## src/rtl/pec_pkg.sv

```systemverilog
/*
 * Shared constants and types of the branch-retirement event selection
 * front end: register offsets, field positions, codes and reset values.
 * Assumes a 32-bit APB master with byte strobes and a 12-bit address.
 */
package pec_pkg;

  // ---------------------------------------------------------------------
  // sizes
  // ---------------------------------------------------------------------
  localparam int          PEC_NUM_CNT   = 6;    // counters 12 .. 17
  localparam int          PEC_FIRST_CNT = 12;   // number of the first one
  localparam int          PEC_CNT_W     = 40;
  localparam int          PEC_EV_W      = 4;

  // ---------------------------------------------------------------------
  // event selection register fields
  // ---------------------------------------------------------------------
  localparam int          PEC_CLASS_MSB = 31;
  localparam int          PEC_CLASS_LSB = 25;
  localparam int          PEC_MASK_MSB  = 24;
  localparam int          PEC_MASK_LSB  = 9;
  localparam int          PEC_SUP_BIT   = 3;    // supervisor qualifier
  localparam int          PEC_USR_BIT   = 2;    // user qualifier
  localparam logic [31:0] PEC_SEL_WMASK = 32'hFFFF_FE0C;
  localparam logic [31:0] PEC_SEL_RST   = 32'h0000_0000;
  localparam logic [6:0]  PEC_CLASS_BR_RETIRED = 7'h06;

  // sub-event mask bits of the branch retirement class
  localparam int          PEC_NOT_TAKEN_PREDICTED_BIT    = 0;
  localparam int          PEC_NOT_TAKEN_MISPREDICTED_BIT = 1;
  localparam int          PEC_TAKEN_PREDICTED_BIT        = 2;
  localparam int          PEC_TAKEN_MISPREDICTED_BIT     = 3;

  // ---------------------------------------------------------------------
  // counter configuration register fields
  // ---------------------------------------------------------------------
  localparam int          PEC_SELR_MSB  = 15;
  localparam int          PEC_SELR_LSB  = 13;
  localparam int          PEC_EN_BIT    = 12;
  localparam logic [31:0] PEC_CFG_WMASK = 32'h0000_F000;
  localparam logic [31:0] PEC_CFG_RST   = 32'h0000_0000;
  localparam logic [2:0]  PEC_SELR_RETIRE = 3'h5;
  // bit k set: counter k is fed by selector three, else by selector two
  localparam logic [5:0]  PEC_SEL3_MAP  = 6'h2C;

  // ---------------------------------------------------------------------
  // register map (byte addresses)
  // ---------------------------------------------------------------------
  localparam logic [11:0] PEC_OFS_SEL_TWO   = 12'h000;
  localparam logic [11:0] PEC_OFS_SEL_THREE = 12'h004;
  localparam logic [11:0] PEC_OFS_CFG_BASE  = 12'h010;
  localparam logic [11:0] PEC_CFG_SPAN      = 12'h018;
  localparam logic [11:0] PEC_OFS_CNT_BASE  = 12'h040;
  localparam logic [11:0] PEC_CNT_SPAN      = 12'h030;

  // ---------------------------------------------------------------------
  // register state of the top module
  // ---------------------------------------------------------------------
  typedef struct packed {
    logic [1:0][31:0]             sel;    // selectors two and three
    logic [PEC_NUM_CNT-1:0][31:0] cfg;    // counter configuration
    logic [PEC_NUM_CNT-1:0][7:0]  stage;  // staged counter high bytes
    logic [31:0]                  rdata;
    logic                         ready;
    logic                         err;
  } pec_top_s;

endpackage : pec_pkg

```

## src/rtl/pec_counter_slice.sv

```systemverilog
/*
 * One performance counter with its event qualification: class decode,
 * sub-event mask, privilege gate, routing check and a wrapping count.
 * Assumes event lines and the privilege level come from logic on pclk.
 */
module pec_counter_slice #(
  parameter int CNT_W = pec_pkg::PEC_CNT_W
) (
  input  wire logic             pclk,
  input  wire logic             presetn,
  input  wire logic [31:0]      sel_word,
  input  wire logic [31:0]      cfg_word,
  input  wire logic [3:0]       retire_ev,
  input  wire logic             user_mode,
  input  wire logic             load,
  input  wire logic [CNT_W-1:0] load_val,
  output logic      [CNT_W-1:0] count
);

  typedef struct packed {
    logic [CNT_W-1:0] count;
  } pec_slice_s;

  pec_slice_s st_r;
  pec_slice_s st_nxt;
  logic [6:0] ev_class;
  logic [3:0] matched;
  logic [2:0] inc;
  logic       priv_ok;
  logic       routed;

  // ---------------------------------------------------------------------
  // qualification and next count
  // ---------------------------------------------------------------------
  always_comb begin
    ev_class = sel_word[pec_pkg::PEC_CLASS_MSB:pec_pkg::PEC_CLASS_LSB];
    // privilege gate follows the class decode in the qualification chain
    priv_ok  = user_mode ? sel_word[pec_pkg::PEC_USR_BIT]
                         : sel_word[pec_pkg::PEC_SUP_BIT];
    routed   = cfg_word[pec_pkg::PEC_EN_BIT] &&
               (cfg_word[pec_pkg::PEC_SELR_MSB:pec_pkg::PEC_SELR_LSB] ==
                pec_pkg::PEC_SELR_RETIRE);
    // only the branch class is wired here; other codes count nothing
    matched  = (ev_class == pec_pkg::PEC_CLASS_BR_RETIRED && priv_ok &&
                routed) ? (retire_ev &
                sel_word[pec_pkg::PEC_MASK_LSB +: 4]) : 4'h0;
    inc      = 3'h0;
    for (int i = 0; i < 4; i++) begin
      inc = inc + {2'b00, matched[i]};
    end
    st_nxt       = st_r;
    // a software load beats the increment of the same cycle
    st_nxt.count = load ? load_val
                        : st_r.count + CNT_W'(inc);
  end

  always_ff @(posedge pclk or negedge presetn) begin
    if (!presetn) begin
      st_r <= '0;
    end else begin
      st_r <= st_nxt;
    end
  end

  assign count = st_r.count;
endmodule : pec_counter_slice

```

## src/rtl/pec_event_select.sv

```systemverilog
/*
 * Top of the branch-retirement event selection front end: APB slave with
 * two event selection registers, six counter configuration registers and
 * six 40-bit counters (documented numbers 12 to 17).
 * Assumes an APB master on pclk and event lines synchronous to pclk.
 */
// Our own choices: register access over APB and the register offsets.
// Functional notes
// event class in bits 31:25; code 06 counts retired branches
// sub-event mask sits in bits 24:9, relative bit 0 at bit 9
// mask bits NT-pred, NT-mispred, T-pred, T-mispred; any set bit counts
// software writes zero to undefined mask bits
// config bits 15:13 are a selector index; 5 picks retirement selectors
// selector two feeds counters 12,13,16; selector three 14,15,17
// enabled counter counts forever and wraps at its maximum
// software writes both privilege flags with class and mask
// software programs selection register before the config selector
// one write or several partial writes give the same config
// count only at privilege levels enabled by the qualifier flags
// every counter config register resets to zero
// counters are 40 bits; a software write replaces every bit
// unsupported class or empty mask passes no event
// selection register class, mask and flags reset to zero
module pec_event_select (
  input  wire logic        pclk,
  input  wire logic        presetn,
  input  wire logic        psel,
  input  wire logic        penable,
  input  wire logic        pwrite,
  input  wire logic [11:0] paddr,
  input  wire logic [31:0] pwdata,
  input  wire logic [3:0]  pstrb,
  output logic      [31:0] prdata,
  output logic             pready,
  output logic             pslverr,
  input  wire logic [3:0]  br_retire_ev,
  input  wire logic        user_mode
);

  localparam int N = pec_pkg::PEC_NUM_CNT;
  localparam int W = pec_pkg::PEC_CNT_W;

  pec_pkg::pec_top_s    st_r;
  pec_pkg::pec_top_s    st_nxt;
  logic [N-1:0][W-1:0]  cnt_val;
  logic [N-1:0]         cnt_load;
  logic [W-1:0]         cnt_load_val;
  logic [11:0]          cfg_off;
  logic [11:0]          cnt_off;
  logic [2:0]           cfg_k;
  logic [2:0]           cnt_k;
  logic                 cfg_hit;
  logic                 cnt_hit;
  logic                 hit;
  logic [31:0]          rd;
  logic                 wr_fire;

  // ---------------------------------------------------------------------
  // byte-lane merge of a write into a register
  // ---------------------------------------------------------------------
  function automatic logic [31:0] merge_lanes(
    input logic [31:0] old_v,
    input logic [31:0] wdata,
    input logic [3:0]  strb,
    input logic [31:0] wmask
  );
    logic [31:0] v;
    v = old_v;
    for (int b = 0; b < 4; b++) begin
      if (strb[b]) begin
        v[b*8 +: 8] = wdata[b*8 +: 8];
      end
    end
    // reserved bits never store, so they read back as zero
    merge_lanes = v & wmask;
  endfunction : merge_lanes

  // ---------------------------------------------------------------------
  // address decode and read mux
  // ---------------------------------------------------------------------
  always_comb begin
    cfg_off = paddr - pec_pkg::PEC_OFS_CFG_BASE;
    cnt_off = paddr - pec_pkg::PEC_OFS_CNT_BASE;
    cfg_k   = cfg_off[4:2];
    cnt_k   = cnt_off[5:3];
    cfg_hit = paddr >= pec_pkg::PEC_OFS_CFG_BASE &&
              cfg_off < pec_pkg::PEC_CFG_SPAN && paddr[1:0] == 2'b00;
    cnt_hit = paddr >= pec_pkg::PEC_OFS_CNT_BASE &&
              cnt_off < pec_pkg::PEC_CNT_SPAN && paddr[1:0] == 2'b00;
    hit     = 1'b1;
    rd      = 32'h0000_0000;
    if (paddr == pec_pkg::PEC_OFS_SEL_TWO) begin
      rd = st_r.sel[0];
    end else if (paddr == pec_pkg::PEC_OFS_SEL_THREE) begin
      rd = st_r.sel[1];
    end else if (cfg_hit) begin
      rd = st_r.cfg[cfg_k];
    end else if (cnt_hit) begin
      rd = cnt_off[2] ? {24'h00_0000, cnt_val[cnt_k][W-1:32]}
                      : cnt_val[cnt_k][31:0];
    end else begin
      hit = 1'b0;
    end
  end

  assign wr_fire = psel && penable && st_r.ready && pwrite;

  // ---------------------------------------------------------------------
  // register updates and apb answer, one wait state per access
  // ---------------------------------------------------------------------
  always_comb begin
    st_nxt       = st_r;
    st_nxt.ready = 1'b0;
    st_nxt.err   = 1'b0;
    st_nxt.rdata = 32'h0000_0000;
    cnt_load     = '0;
    cnt_load_val = {st_r.stage[cnt_k], pwdata};
    // answer is prepared in the first access cycle so outputs are flops
    if (psel && penable && !st_r.ready) begin
      st_nxt.ready = 1'b1;
      st_nxt.err   = !hit;
      st_nxt.rdata = pwrite ? 32'h0000_0000 : rd;
    end
    // writes take effect only on the completing edge
    if (wr_fire && hit) begin
      if (paddr == pec_pkg::PEC_OFS_SEL_TWO) begin
        st_nxt.sel[0] = merge_lanes(st_r.sel[0], pwdata, pstrb,
                                    pec_pkg::PEC_SEL_WMASK);
      end else if (paddr == pec_pkg::PEC_OFS_SEL_THREE) begin
        st_nxt.sel[1] = merge_lanes(st_r.sel[1], pwdata, pstrb,
                                    pec_pkg::PEC_SEL_WMASK);
      end else if (cfg_hit) begin
        // untouched lanes keep their bits, so split writes compose
        st_nxt.cfg[cfg_k] = merge_lanes(st_r.cfg[cfg_k], pwdata, pstrb,
                                        pec_pkg::PEC_CFG_WMASK);
      end else if (cnt_off[2]) begin
        st_nxt.stage[cnt_k] = pwdata[7:0];
      end else begin
        // low word commits staged high byte and all 32 low bits at once
        cnt_load[cnt_k] = 1'b1;
      end
    end
  end

  always_ff @(posedge pclk or negedge presetn) begin
    if (!presetn) begin
      st_r       <= '0;
      st_r.sel   <= {2{pec_pkg::PEC_SEL_RST}};
      st_r.cfg   <= {N{pec_pkg::PEC_CFG_RST}};
    end else begin
      st_r <= st_nxt;
    end
  end

  assign prdata  = st_r.rdata;
  assign pready  = st_r.ready;
  assign pslverr = st_r.err;

  // ---------------------------------------------------------------------
  // counters, each tied to its fixed retirement selector
  // ---------------------------------------------------------------------
  for (genvar k = 0; k < N; k++) begin : g_cnt
    pec_counter_slice #(
      .CNT_W (W)
    ) u_slice (
      .pclk      (pclk),
      .presetn   (presetn),
      .sel_word  (st_r.sel[pec_pkg::PEC_SEL3_MAP[k]]),
      .cfg_word  (st_r.cfg[k]),
      .retire_ev (br_retire_ev),
      .user_mode (user_mode),
      .load      (cnt_load[k]),
      .load_val  (cnt_load_val),
      .count     (cnt_val[k])
    );
  end
endmodule : pec_event_select

```

## config.mk

```make
export PLATFORM = sky130hd
export DESIGN_NAME = pec_event_select
export DESIGN_NICKNAME = d
export VERILOG_FILES = /design/src/rtl/pec_pkg.sv /design/src/rtl/pec_counter_slice.sv /design/src/rtl/pec_event_select.sv
export SDC_FILE = /design/constraint.sdc
export NUM_CORES = 1
export LEC_CHECK = 0
export ABC_AREA = 0
export BUFFER_PORTS_ARGS = -buffer_cell sky130_fd_sc_hd__buf_4
export CAP_MARGIN = 25
export CELL_PAD_IN_SITES_DETAIL_PLACEMENT = 0
export CELL_PAD_IN_SITES_GLOBAL_PLACEMENT = 1
export CORE_UTILIZATION = 30
export CTS_CLUSTER_DIAMETER = 60
export CTS_CLUSTER_SIZE = 30
export DETAILED_ROUTE_END_ITERATION = 12
export PLACE_DENSITY = 0.51
export SYNTH_ARGS = -nofsm -noshare
export SYNTH_HDL_FRONTEND = slang
export SYNTH_SLANG_ARGS = --single-unit
export TNS_END_PERCENT = 50
```

## constraint.sdc

```tcl
create_clock -name pclk -period 9.6 [get_ports pclk]
set_input_delay 1.92 -clock pclk [delete_from_list [all_inputs] [get_ports pclk]]
set_output_delay 1.92 -clock pclk [all_outputs]
set_load 0.01 [all_outputs]
```

Word-level counts from Yosys, hierarchy flattened
Index checks and enable logic that the tools add are counted.
{"block": "word_totals", "inputBits": 58, "out_inout_bits": 34, "word_cells": 165, "register_bits": 564}
{"block": "op_classes", "order_cmp": 8, "eq_ne": 9, "bitwise_logic": 5, "reduce_logical": 39, "addsub": 26, "n_mux": 49}
{"op": "$mux 40", "n": 7}
{"op": "$mux 32", "n": 8}
{"op": "$add 40x3->40", "n": 6}
{"op": "$bwmux 192", "n": 1}
{"op": "$bmux 40 s3", "n": 1}
{"op": "$bmux 32 s3", "n": 1}
{"op": "$demux 32 s3", "n": 1}
{"op": "$mux 8", "n": 7}
{"op": "$bwmux 48", "n": 1}
{"op": "$add 3x1->3", "n": 12}
{"op": "$mux 34", "n": 1}
{"op": "$mux 6", "n": 5}
{"op": "$logic_and 1x1->1", "n": 25}
{"op": "$bmux 8 s3", "n": 1}
{"op": "$demux 8 s3", "n": 1}
{"op": "$mux 4", "n": 6}
{"op": "$reduce_and 4->1", "n": 5}
{"op": "$eq 3x3->1 const B", "n": 6}
{"op": "$eq 7x3->1 const B", "n": 2}
{"op": "$add 1x1->2", "n": 6}
{"op": "$eq 12x3->1 const B", "n": 1}
{"op": "$ge 12x5->1 const B", "n": 1}
{"op": "$ge 12x7->1 const B", "n": 1}
{"op": "$logic_not 12->1", "n": 1}
{"op": "other kinds (14)", "n": 29}

Longest topological paths before layout
Gate-level depths: netlist (run 1).
{"block": "depth", "depth_word": 11, "depth_mapped": 17, "mapped_depth_nobuf": 16}

Modules after synthesis
Synthesis (run 1) repeated with hierarchy kept, for this count alone.
{"block": "hier_totals", "cells_unflattened": 2402, "area_unflattened_um2": 23911.7}
{"mod": "pec_event_select", "seq_area_each_um2": 3903.7, "cells_per_inst": 748, "area_each_um2": 9123.8, "instances": 1}
{"mod": "pec_counter_slice at g_cnt[0].u_slice ...", "seq_area_each_um2": 1001.0, "cells_per_inst": 291, "area_each_um2": 2561.2, "instances": 2}
{"mod": "pec_counter_slice at g_cnt[3].u_slice ...", "seq_area_each_um2": 1001.0, "cells_per_inst": 258, "area_each_um2": 2376.0, "instances": 2}
{"mod": "pec_counter_slice at g_cnt[1].u_slice", "seq_area_each_um2": 1001.0, "cells_per_inst": 291, "area_each_um2": 2547.4, "instances": 1}
{"mod": "pec_counter_slice at g_cnt[2].u_slice", "seq_area_each_um2": 1001.0, "cells_per_inst": 265, "area_each_um2": 2366.0, "instances": 1}

Worst setup path before layout (run 1)
No wires, ideal clock.
{"block": "synth_path", "kind": "input to register", "start": "input user_mode", "end": "register g_cnt[4].u_slice.st_r, in the netlist g_cnt[4].u_slice.count[34]", "setup_time_ps": 133, "t_required_ps": 9467, "path_buffers": 1, "path_stages": 16, "arrival_ps": 5214, "slack_ps": 4253, "cell_sequence": "mux2i_1 nor2_1 nand4_1 nor2_1 ha_1 fa_1 ha_1 inv_1 fa_1 nor2b_1 o21bai_1 or4_1 clkbuf_1 nor3_1 xnor2_1 o21ai_0"}
{"item": "start, declared", "line": "pec_event_select.sv:37", "rtl": "input wire logic user_mode"}
{"item": "end signal, assigned", "line": "pec_counter_slice.sv:61", "rtl": "st_r <= st_nxt;"}
{"item": "end, declared", "line": "pec_counter_slice.sv:24", "rtl": "pec_slice_s st_r;"}

==> reports/metrics.cfg, run 1 <==
[status]
status = completed

[worst_hold_path]
hp-class = reg2reg
hold_start = st_r[35]
min_to = st_r[35]
hold_depth = 2

[setup_path]
crit_slowest_cell = nor4_1
crit_required_ns = 10.01
cp_cell_sequence = buf_4 > mux2i_1 > nor2_1 > nand4_1 > nor2_1 > ha_1 > fa_1 > ha_1 > inv_1 > fa_1 > nor2b_1 > o21bai_1 > nor4_1 > nand4_1 > xor2_1 > a21oi_1
reg2regPathDepth = 16
end_kind = flip-flop
max_stage_delay_ns = 0.97
r2r-start = st_r[331]
arrival_ns = 6.14
worstSetupStartpointType = primary input
rrSetupSlack_ns = 4.07
cp_max_fo = 5
reg2reg_to = g_cnt[2].u_slice.count[38]
critical_path_class = in2reg

[timing]
period_share_pct = 59.65
finalCriticalPeriod_ns = 5.727
grt_setup_unrepaired = no
worstMarginPinSlew_ns = 1.067
worst_hold_slack_ns = 0.4952
slew_headroom_pct = 28.08
slew_viol_final = 0
max_freq_mhz = 174.6
clock_skew_ns = 0.03765
final_hold_viol_count = 0
finalSetupViolCount = 0
fin_setup_tns_ns = 0

[flow_run]
drv_cap = 0

[pwr]
power_switching_mw = 0.9799
ir_drop_v = 0.0001051
p_seq_share_pct = 45.6
switching_share_pct = 26.78
comb_power_share_pct = 4.4
clockPowerShare_pct = 50.0
p_int_mw = 2.679
power.density_mw_per_mm2 = 142.9
power_leakage_nw = 11.06

[floorplanning]
ios = 92
coreArea_mm2 = 0.07445
num_rows = 100
dieHeight_um = 276.4
dieArea_mm2 = 0.07638
initial_core_util_pct = 30.33
fp.dieW_um = 276.4

[logic_synthesis]
synth_top_family_by_area = simple AND/OR/NAND/NOR gates
syn-mean-instance-area_um2 = 9.802
synth-seq-cells = 396
synth_mux_area_share_pct = 13.23
synthesis.nets = 2408
synth-xor-area-share_pct = 8.920
synth_edf_count = 0
synth-simple-area-share_pct = 17.82
yosys.area_share.adder_pct = 2.948
synth.largest_area_cell = dfrtp_1
synth.area.top_cells = dfrtp_1 44%, mux4_2 5.6%, mux2_2 5.4%
yosysSeqAreaShare_pct = 43.88
synth_cells = 2304
dominantRegCellSynth = dfrtp_1
netlist.area_leader.share_pct = 43.88
synth-compound-area-share_pct = 9.225
yosys_warnings = 0
syn_area_mm2 = 0.02258
async_reset_ff_share_pct = 100.0
yosys.cell_types.count = 56

[global_routing]
antenna_found_initial = 1
grt_max_degree = 142
first_global_vias = 17940
grt.total_usage_pct = 21.48
overflow = 0
grt_pass1_wl_um = 123500

[cells_and_area]
drive_above_1_share_pct = 17.24
mostFrequentLayoutCell = dfrtp_1
final_cells = 3325
final_cell_mix = 396 x dfrtp_1, 287 x nand2_1, 240 x nor2_1, 192 x o21ai_0, 153 x a21oi_1
final_nets = 2425
syn2layout_area_growth_pct = 13.34
multi_input_area_mm2 = 0.01184
fin_area_mm2 = 0.02560
final-seq-area_mm2 = 0.009910
fillers = 7566

[place]
place_hpwl_um = 57180
dpl_cell_area_mm2 = 0.02404
gp_congestion = 0.8317
io_buffers = 91
place_inst = 3242

[clock_tree]
clock-sinks = 396
clock_latency_ns = 0.60
cts_hold_buf = 0
cts_resized = 0
cts_setup_buffers = 0
numCtsBuffers = 45
tritoncts = done
clock_path_buffers = 3
path_clk_slew_ns = 0.07
h-tree-depth = 2
clock-root-buffer = clkbuf_16

[routing]
via_count = 17430
wire_per_inst_um = 24.49
drc = 0
ant_nets = 0
routed_wl_um = 81440
first_pass_iters = 5
drt_iter0_markers = 1140
avgViaCountPerCell = 5.241

-- Yosys cell counts, types with 5 or more instances --
cell and number:
a211oi_1 5, a21oi_1 153, a221oi_1 14, and2_1 9, and3_1 41, and4_1 22, buf_2 37, buf_4 36
clkbuf_1 75, dfrtp_1 396, fa_1 12, ha_1 34, inv_1 37, mux2_2 108, mux2i_1 51, mux4_2 56
nand2_1 290, nand3_1 75, nand3_2 5, nand4_1 70, nor2_1 240, nor2b_1 15, nor3_1 30, nor4_1 12
o21ai_0 195, xnor2_1 96, xor2_1 134
-- layer usage --
layer / global-route usage (%) / wire, um / up-vias
met5: 0 / 0 / -
met3: 2.375 / 3363 / 78
li1: - / - / 8087
met2: 34.50 / 37720 / 411
met4: 4.899 / 1578 / 0
met1: 30.89 / 38770 / 8851
-- area by class of cell --
class / instances / share of cell area, %
repair buffers: 121 / 3.710
clock inverters: 32 / 1.510
flip-flops and latches: 396 / 38.72
well taps: 969 / 4.737
multi-input cells: 1719 / 46.26
diodes: 1 / 0.009777
clock buffers: 49 / 4.497
inverters: 38 / 0.5573
-- worst max-delay path: cells and delay by family --
family,cells,cell delay (ns)
buffers and inverters,2,0.19
AOI/OAI and AO/OA,2,0.42
xor gates and xnor gates,1,0.18
adders and majority gates,4,1.38
and+or+nand+nor,6,1.94
muxes,1,0.11
-- how the worst max path moves through the flow --
stage	startpoint	to	slack, ns
final	user_mode	g_cnt[2].u_slice.count[38]	3.87
after global routing	user_mode	g_cnt[2].u_slice.count[38]	3.63
after CTS	user_mode	g_cnt[2].u_slice.count[38]	3.83
after detailed placement	user_mode	g_cnt[2].u_slice.count[38]	3.25
after global placement	user_mode	g_cnt[1].u_slice.count[38]	3.35
after floorplan	user_mode	g_cnt[4].u_slice.count[34]	4.25
-- power groups by stage --
stage	registers (mW)	logic (mW)	clock network [mW]
6_report	1.67	0.160	1.83
5_1_grt	1.67	0.175	1.95
4_1_cts	1.67	0.166	1.89
3_5_place_dp	1.70	0.166	0
3_3_place_gp	1.70	0.165	0
2_1_floorplan	1.70	0.0556	0
-- flip-flops by register name, summed over array words and instances, names as in the netlist --
| name | flops |
|---|---|
| st_r | 122 |
| g_cnt.u_slice.count | 240 |
| pready | 1 |
| pslverr | 1 |
| prdata | 32 |
-- logic make-up (layout without fill, tap and decap cells) --
logic type / after synthesis / count (layout)
compound gates: 387 / 387
xor+xnor: 230 / 230
fa+ha+maj: 46 / 46
buf+inv: 189 / 240
flops: 396 / 396
mux: 215 / 215
other cells: 0 / 1
simple gates: 841 / 841
-- metrics by stage --
stage | total power, mW | util, % | setup WS (ns)
6_report | 3.659 | 34.38 | 3.873
5_1_grt | 3.796 | 34.38 | 3.635
4_1_cts | 3.724 | 34.36 | 3.831
3_5_place_dp | 1.867 | 32.30 | 3.253
3_3_place_gp | 1.866 | 32.27 | 3.354
2_1_floorplan | 1.757 | - | 4.253
No activity file was read; power rests on OpenSTA's default activity.
==> run 2, diff against run 1 <==
--- a/config.mk
+++ b/config.mk
@@ -14,7 +14,7 @@
 export CTS_CLUSTER_DIAMETER = 60
 export CTS_CLUSTER_SIZE = 30
 export DETAILED_ROUTE_END_ITERATION = 12
-export PLACE_DENSITY = 0.51
+export PLACE_DENSITY = 0.53
 export SYNTH_ARGS = -nofsm -noshare
 export SYNTH_HDL_FRONTEND = slang
 export SYNTH_SLANG_ARGS = --single-unit
==> constraint.sdc (replaced) <==
create_clock -name pclk -period 5.1 [get_ports pclk]
set_input_delay 1.02 -clock pclk [delete_from_list [all_inputs] [get_ports pclk]]
set_output_delay 1.02 -clock pclk [all_outputs]
set_load 0.01 [all_outputs]
==> run 2 against run 1 <==
  * Global-route usage shrank 0.38 points
  * Sequential power is 88% higher
  * Wire length fell by 1.4%
  * Critical endpoint is now g_cnt[1].u_slice.count[36]
  * Largest power group unchanged
  * Critical path depth rose by 2
==> reports/metrics.cfg, run 2 (same netlist as run 1, synthesis figures left out) <==
[clock_tree]
clock_path_buffers = 3
clock-sinks = 396
h-tree-depth = 2
path_clk_slew_ns = 0.07
numCtsBuffers = 42
clock_latency_ns = 0.60
tritoncts = done
clock-root-buffer = clkbuf_16
cts_hold_buf = 0

[setup_path]
critical_path_class = reg2reg
worstSetupStartpointType = flip-flop
arrival_ns = 5.30
cp_max_fo = 4
end_kind = flip-flop
crit_required_ns = 5.51

[timing]
grt_setup_unrepaired = no
timing.final.ws_setup_ns = 0.2102
worstMarginPinSlew_ns = 1.145
slew_headroom_pct = 23.22
finalSetupViolCount = 0
final_hold_viol_count = 0
slew_viol_final = 0
max_freq_mhz = 204.5
worst_hold_slack_ns = 0.4240
finalCriticalPeriod_ns = 4.890
clock_skew_ns = 0.03139
period_share_pct = 95.88
fin_setup_tns_ns = 0

[floorplanning]
coreArea_mm2 = 0.07445
num_rows = 100
fp.dieW_um = 276.4
ios = 92
dieHeight_um = 276.4
dieArea_mm2 = 0.07638
initial_core_util_pct = 30.33

[global_routing]
grt.total_usage_pct = 21.10
overflow = 0
antenna_found_initial = 2
first_global_vias = 17760
grt_pass1_wl_um = 120300
grt_max_degree = 106

[routing]
via_count = 17540
drc = 0
wire_per_inst_um = 23.90
drt_iter0_markers = 1311
routed_wl_um = 80300
avgViaCountPerCell = 5.221
first_pass_iters = 5
ant_nets = 0

[place]
place_inst = 3280
place_hpwl_um = 58160
dp_slack_ns = 0.06213
io_buffers = 91
gp_congestion = 0.8451
dpl_cell_area_mm2 = 0.02434

[cells_and_area]
fin_area_mm2 = 0.02590
multi_input_area_mm2 = 0.01182
final_nets = 2461
final_cells = 3360
syn2layout_area_growth_pct = 14.69
fillers = 7563
final_util_pct = 34.79
final_cell_mix = 396 x dfrtp_1, 288 x nand2_1, 239 x nor2_1, 193 x o21ai_0, 153 x a21oi_1
drive_above_1_share_pct = 18.42
largest_reg_flops = 240
mostFrequentLayoutCell = dfrtp_1
final-seq-area_mm2 = 0.009910

[pwr]
power_mw = 6.904
power.density_mw_per_mm2 = 266.6
ir_drop_v = 0.0002077
power_leakage_nw = 11.28

[flow_run]
drv_cap = 0

[worst_hold_path]
hp-class = in2async

[status]
status = completed

## run 2: cell count changes in the layout (fill, tap and decap cells not counted), sizes merged, moves of 2 or more
cell | before | now
buf | 121 | 160
bufinv | 2 | 5
clkinvlp | 3 | 1
inv | 50 | 46
## run 2: path summary, 6_finish.rpt
kind | from | end | slack [ns] | depth (start not counted)
worst max-delay path | st_r[299] | g_cnt[1].u_slice.count[36] | 0.21 | 18
worst min-delay path | presetn | g_cnt[1].u_slice.count[23] | 0.42 | 1
min in group pclk | st_r[35] | st_r[35] | 0.50 | 2
worst min register to register | st_r[35] | st_r[35] | 0.50 | 2
worst max register to register | st_r[299] | g_cnt[1].u_slice.count[36] | 0.21 | 18
max in group asynchronous | presetn | st_r[160] | 3.38 | 2
## run 2: repair_timing
item,4_1_cts,5_1_grt
hold endpoints to repair,0,0
buffers inserted,0,1
gates resized for setup,0,2
endpoints found under the setup margin,0,7
## run 2: critical path, cell delays in order, from the launching register on
cell and delay (ns):
dfrtp_1 0.39, nor4_1 0.28, nand4b_1 0.35, nor2_1 0.24, buf_4 0.15, nand4_1 0.17
nor2_1 0.15, ha_1 0.25, fa_1 0.41, ha_1 0.32, inv_1 0.06, fa_1 0.42
nor2b_1 0.20, o21bai_1 0.37, nor4_1 0.41, buf_4 0.22, nand2_1 0.07, xor2_1 0.15
a21oi_1 0.09
## run 2: area by class of cell
type	count	share of cell area, %
Antenna cell	2	0.01932
Clock inverter	28	1.391
Sequential cell	396	38.26
Inverter	38	0.5507
Multi-Input combinational cell	1719	45.64
Timing Repair Buffer	160	4.952
Clock buffer	48	4.507
Tap cell	969	4.681
## run 2: routing by layer
metal / share of wire, % / global-route usage [%] / vias to the layer above
met3: 5.5 / 3.380 / 95
met5: 0 / 0 / -
met4: 2.7 / 6.174 / 0
met2: 46 / 33.84 / 449
met1: 46 / 29.20 / 8833
li1: - / - / 8167
## run 2: power breakdown
group | internal (mW) | leakage (nW) | switching (mW)
Sequential | 3.14 | 5.48 | 0.00156
Clock | 1.95 | 0.753 | 1.51
Combinational | 0.0800 | 5.05 | 0.227
==> run 3, diff against run 2 <==
--- a/config.mk
+++ b/config.mk
@@ -17,5 +17,6 @@
 export PLACE_DENSITY = 0.53
 export SYNTH_ARGS = -nofsm -noshare
 export SYNTH_HDL_FRONTEND = slang
+export SYNTH_HIERARCHICAL = 1
 export SYNTH_SLANG_ARGS = --single-unit
 export TNS_END_PERCENT = 50
==> run 3 against run 2 <==
  * Sequential power barely moved
  * First-iteration DRC count increased by 22%
  * Cell count is 4.8% higher
  * Clock power up 9.0%
  * Critical path depth down 5
  * Largest cell class unchanged
  * Largest power group unchanged
  * Highest routed layer unchanged
==> reports/metrics.cfg, run 3 <==
[status]
status = completed

[place]
dp_slack_ns = 0.1977
dpl_cell_area_mm2 = 0.02555
gp_congestion = 0.8558
place_hpwl_um = 65090
io_buffers = 91

[clock_tree]
clock-sinks = 396
cts_setup_buffers = 0
path_clk_slew_ns = 0.07
clock_path_buffers = 3
cts_hold_buf = 0
h-tree-depth = 2
clock-root-buffer = clkbuf_16
cts_resized = 0
tritoncts = done
numCtsBuffers = 49
clock_latency_ns = 0.61

[timing]
worstMarginPinSlew_ns = 0.9896
slew_viol_final = 0
clock_skew_ns = 0.02836
slew_headroom_pct = 33.75
max_freq_mhz = 222.0
worst_hold_slack_ns = 0.4285
period_share_pct = 88.32
finalCriticalPeriod_ns = 4.504
final_hold_viol_count = 0
timing.final.ws_setup_ns = 0.5957
grt_setup_unrepaired = no
finalSetupViolCount = 0
fin_setup_tns_ns = 0

[cells_and_area]
antenna-diode-count = 0
mostFrequentLayoutCell = dfrtp_1
drive_above_1_share_pct = 19.86
syn2layout_area_growth_pct = 14.09
fillers = 8063
fin_area_mm2 = 0.02728
largest_reg_flops = 240
final_cell_mix = 396 x dfrtp_1, 294 x nand2_1, 215 x o21ai_0, 147 x mux2_2, 137 x buf_4
final_nets = 2518

[pwr]
power_leakage_nw = 11.25
ir_drop_v = 0.0001930
power.density_mw_per_mm2 = 266.3

[global_routing]
first_global_vias = 19120
grt.total_usage_pct = 22.21
grt_pass1_wl_um = 133800
grt_max_degree = 99
overflow = 0
antenna_found_initial = 7

[routing]
routed_wl_um = 90320
via_count = 19670
wire_per_inst_um = 25.64
ant_nets = 0
drc = 0
avgViaCountPerCell = 5.585
first_pass_iters = 5
drt_iter0_markers = 1593

[logic_synthesis]
syn-mean-instance-area_um2 = 9.957
synth_cells = 2401
synthesis.nets = 2488
syn_area_mm2 = 0.02391
yosys_warnings = 6

[floorplanning]
fp.dieW_um = 284.3
num_rows = 103
dieArea_mm2 = 0.08083
dieHeight_um = 284.3
coreArea_mm2 = 0.07887
initial_core_util_pct = 30.31
ios = 92

[setup_path]
crit_required_ns = 5.62
critical_path_class = reg2reg
end_kind = flip-flop
worstSetupStartpointType = flip-flop
cp_max_fo = 24
arrival_ns = 5.03

[flow_run]
drv_cap = 0

[worst_hold_path]
hp-class = in2async

## run 3: where the power goes
group	leakage, nW	switching (mW)	internal [mW]
clock	0.838	1.69	2.09
sequential	5.47	0.00180	3.14
combinational	4.94	0.261	0.0842
## run 3: through the flow
step                      total power [mW]  std cells  utilization (%)
after floorplan                      3.309       2401                -
after global placement               3.555       3430            32.39
after detailed placement             3.556       3430            32.39
after CTS                            7.372       3522            34.58
after global routing                 7.510       3522            34.58
final                                7.262       3522            34.58
## run 3: path summary, 6_finish.rpt
path	end	startpoint	slack [ns]	cells after the start
worst min-delay path	prdata[20]	presetn	0.43	1
min in group pclk	st_r[55]	st_r[55]	0.49	1
worst max register to register	g_cnt[0].u_slice/count[26]	st_r[299]	0.60	13
max in group asynchronous	g_cnt[5].u_slice/count[8]	presetn	3.40	2
worst max-delay path	g_cnt[0].u_slice/count[26]	st_r[299]	0.60	13
worst min register to register	st_r[55]	st_r[55]	0.49	1
## run 3: area by class of cell
class / count / area, um^2 / area share [%]
flip-flops and latches: 396 / 9910 / 36.33
inverters: 50 / 187.7 / 0.6881
repair buffers: 144 / 1155 / 4.234
well taps: 1050 / 1314 / 4.817
multi-input cells: 1790 / 12980 / 47.60
clock buffers: 54 / 1308 / 4.794
clock inverters: 38 / 419.2 / 1.537
## run 3: worst max-delay path: stages (launching register included)
cell and delay (ns):
dfrtp_1 0.44, nor4b_1 0.33, nand2_1 0.18, nor4_1 0.44, buf_4 0.22, nand3_1 0.10
fa_1 0.47, inv_1 0.09, fa_1 0.22, fa_1 0.27, nand4_2 0.22, or4_4 0.71
or4_1 0.53, a31oi_1 0.19
## run 3: per-layer routing
metal	wire length, um	up-vias	global-route usage (%)
met2	42110	582	35.52
met3	4601	116	2.801
met5	0	-	0
met4	2378	0	6.237
li1	-	8925	-
met1	41230	10050	31.37
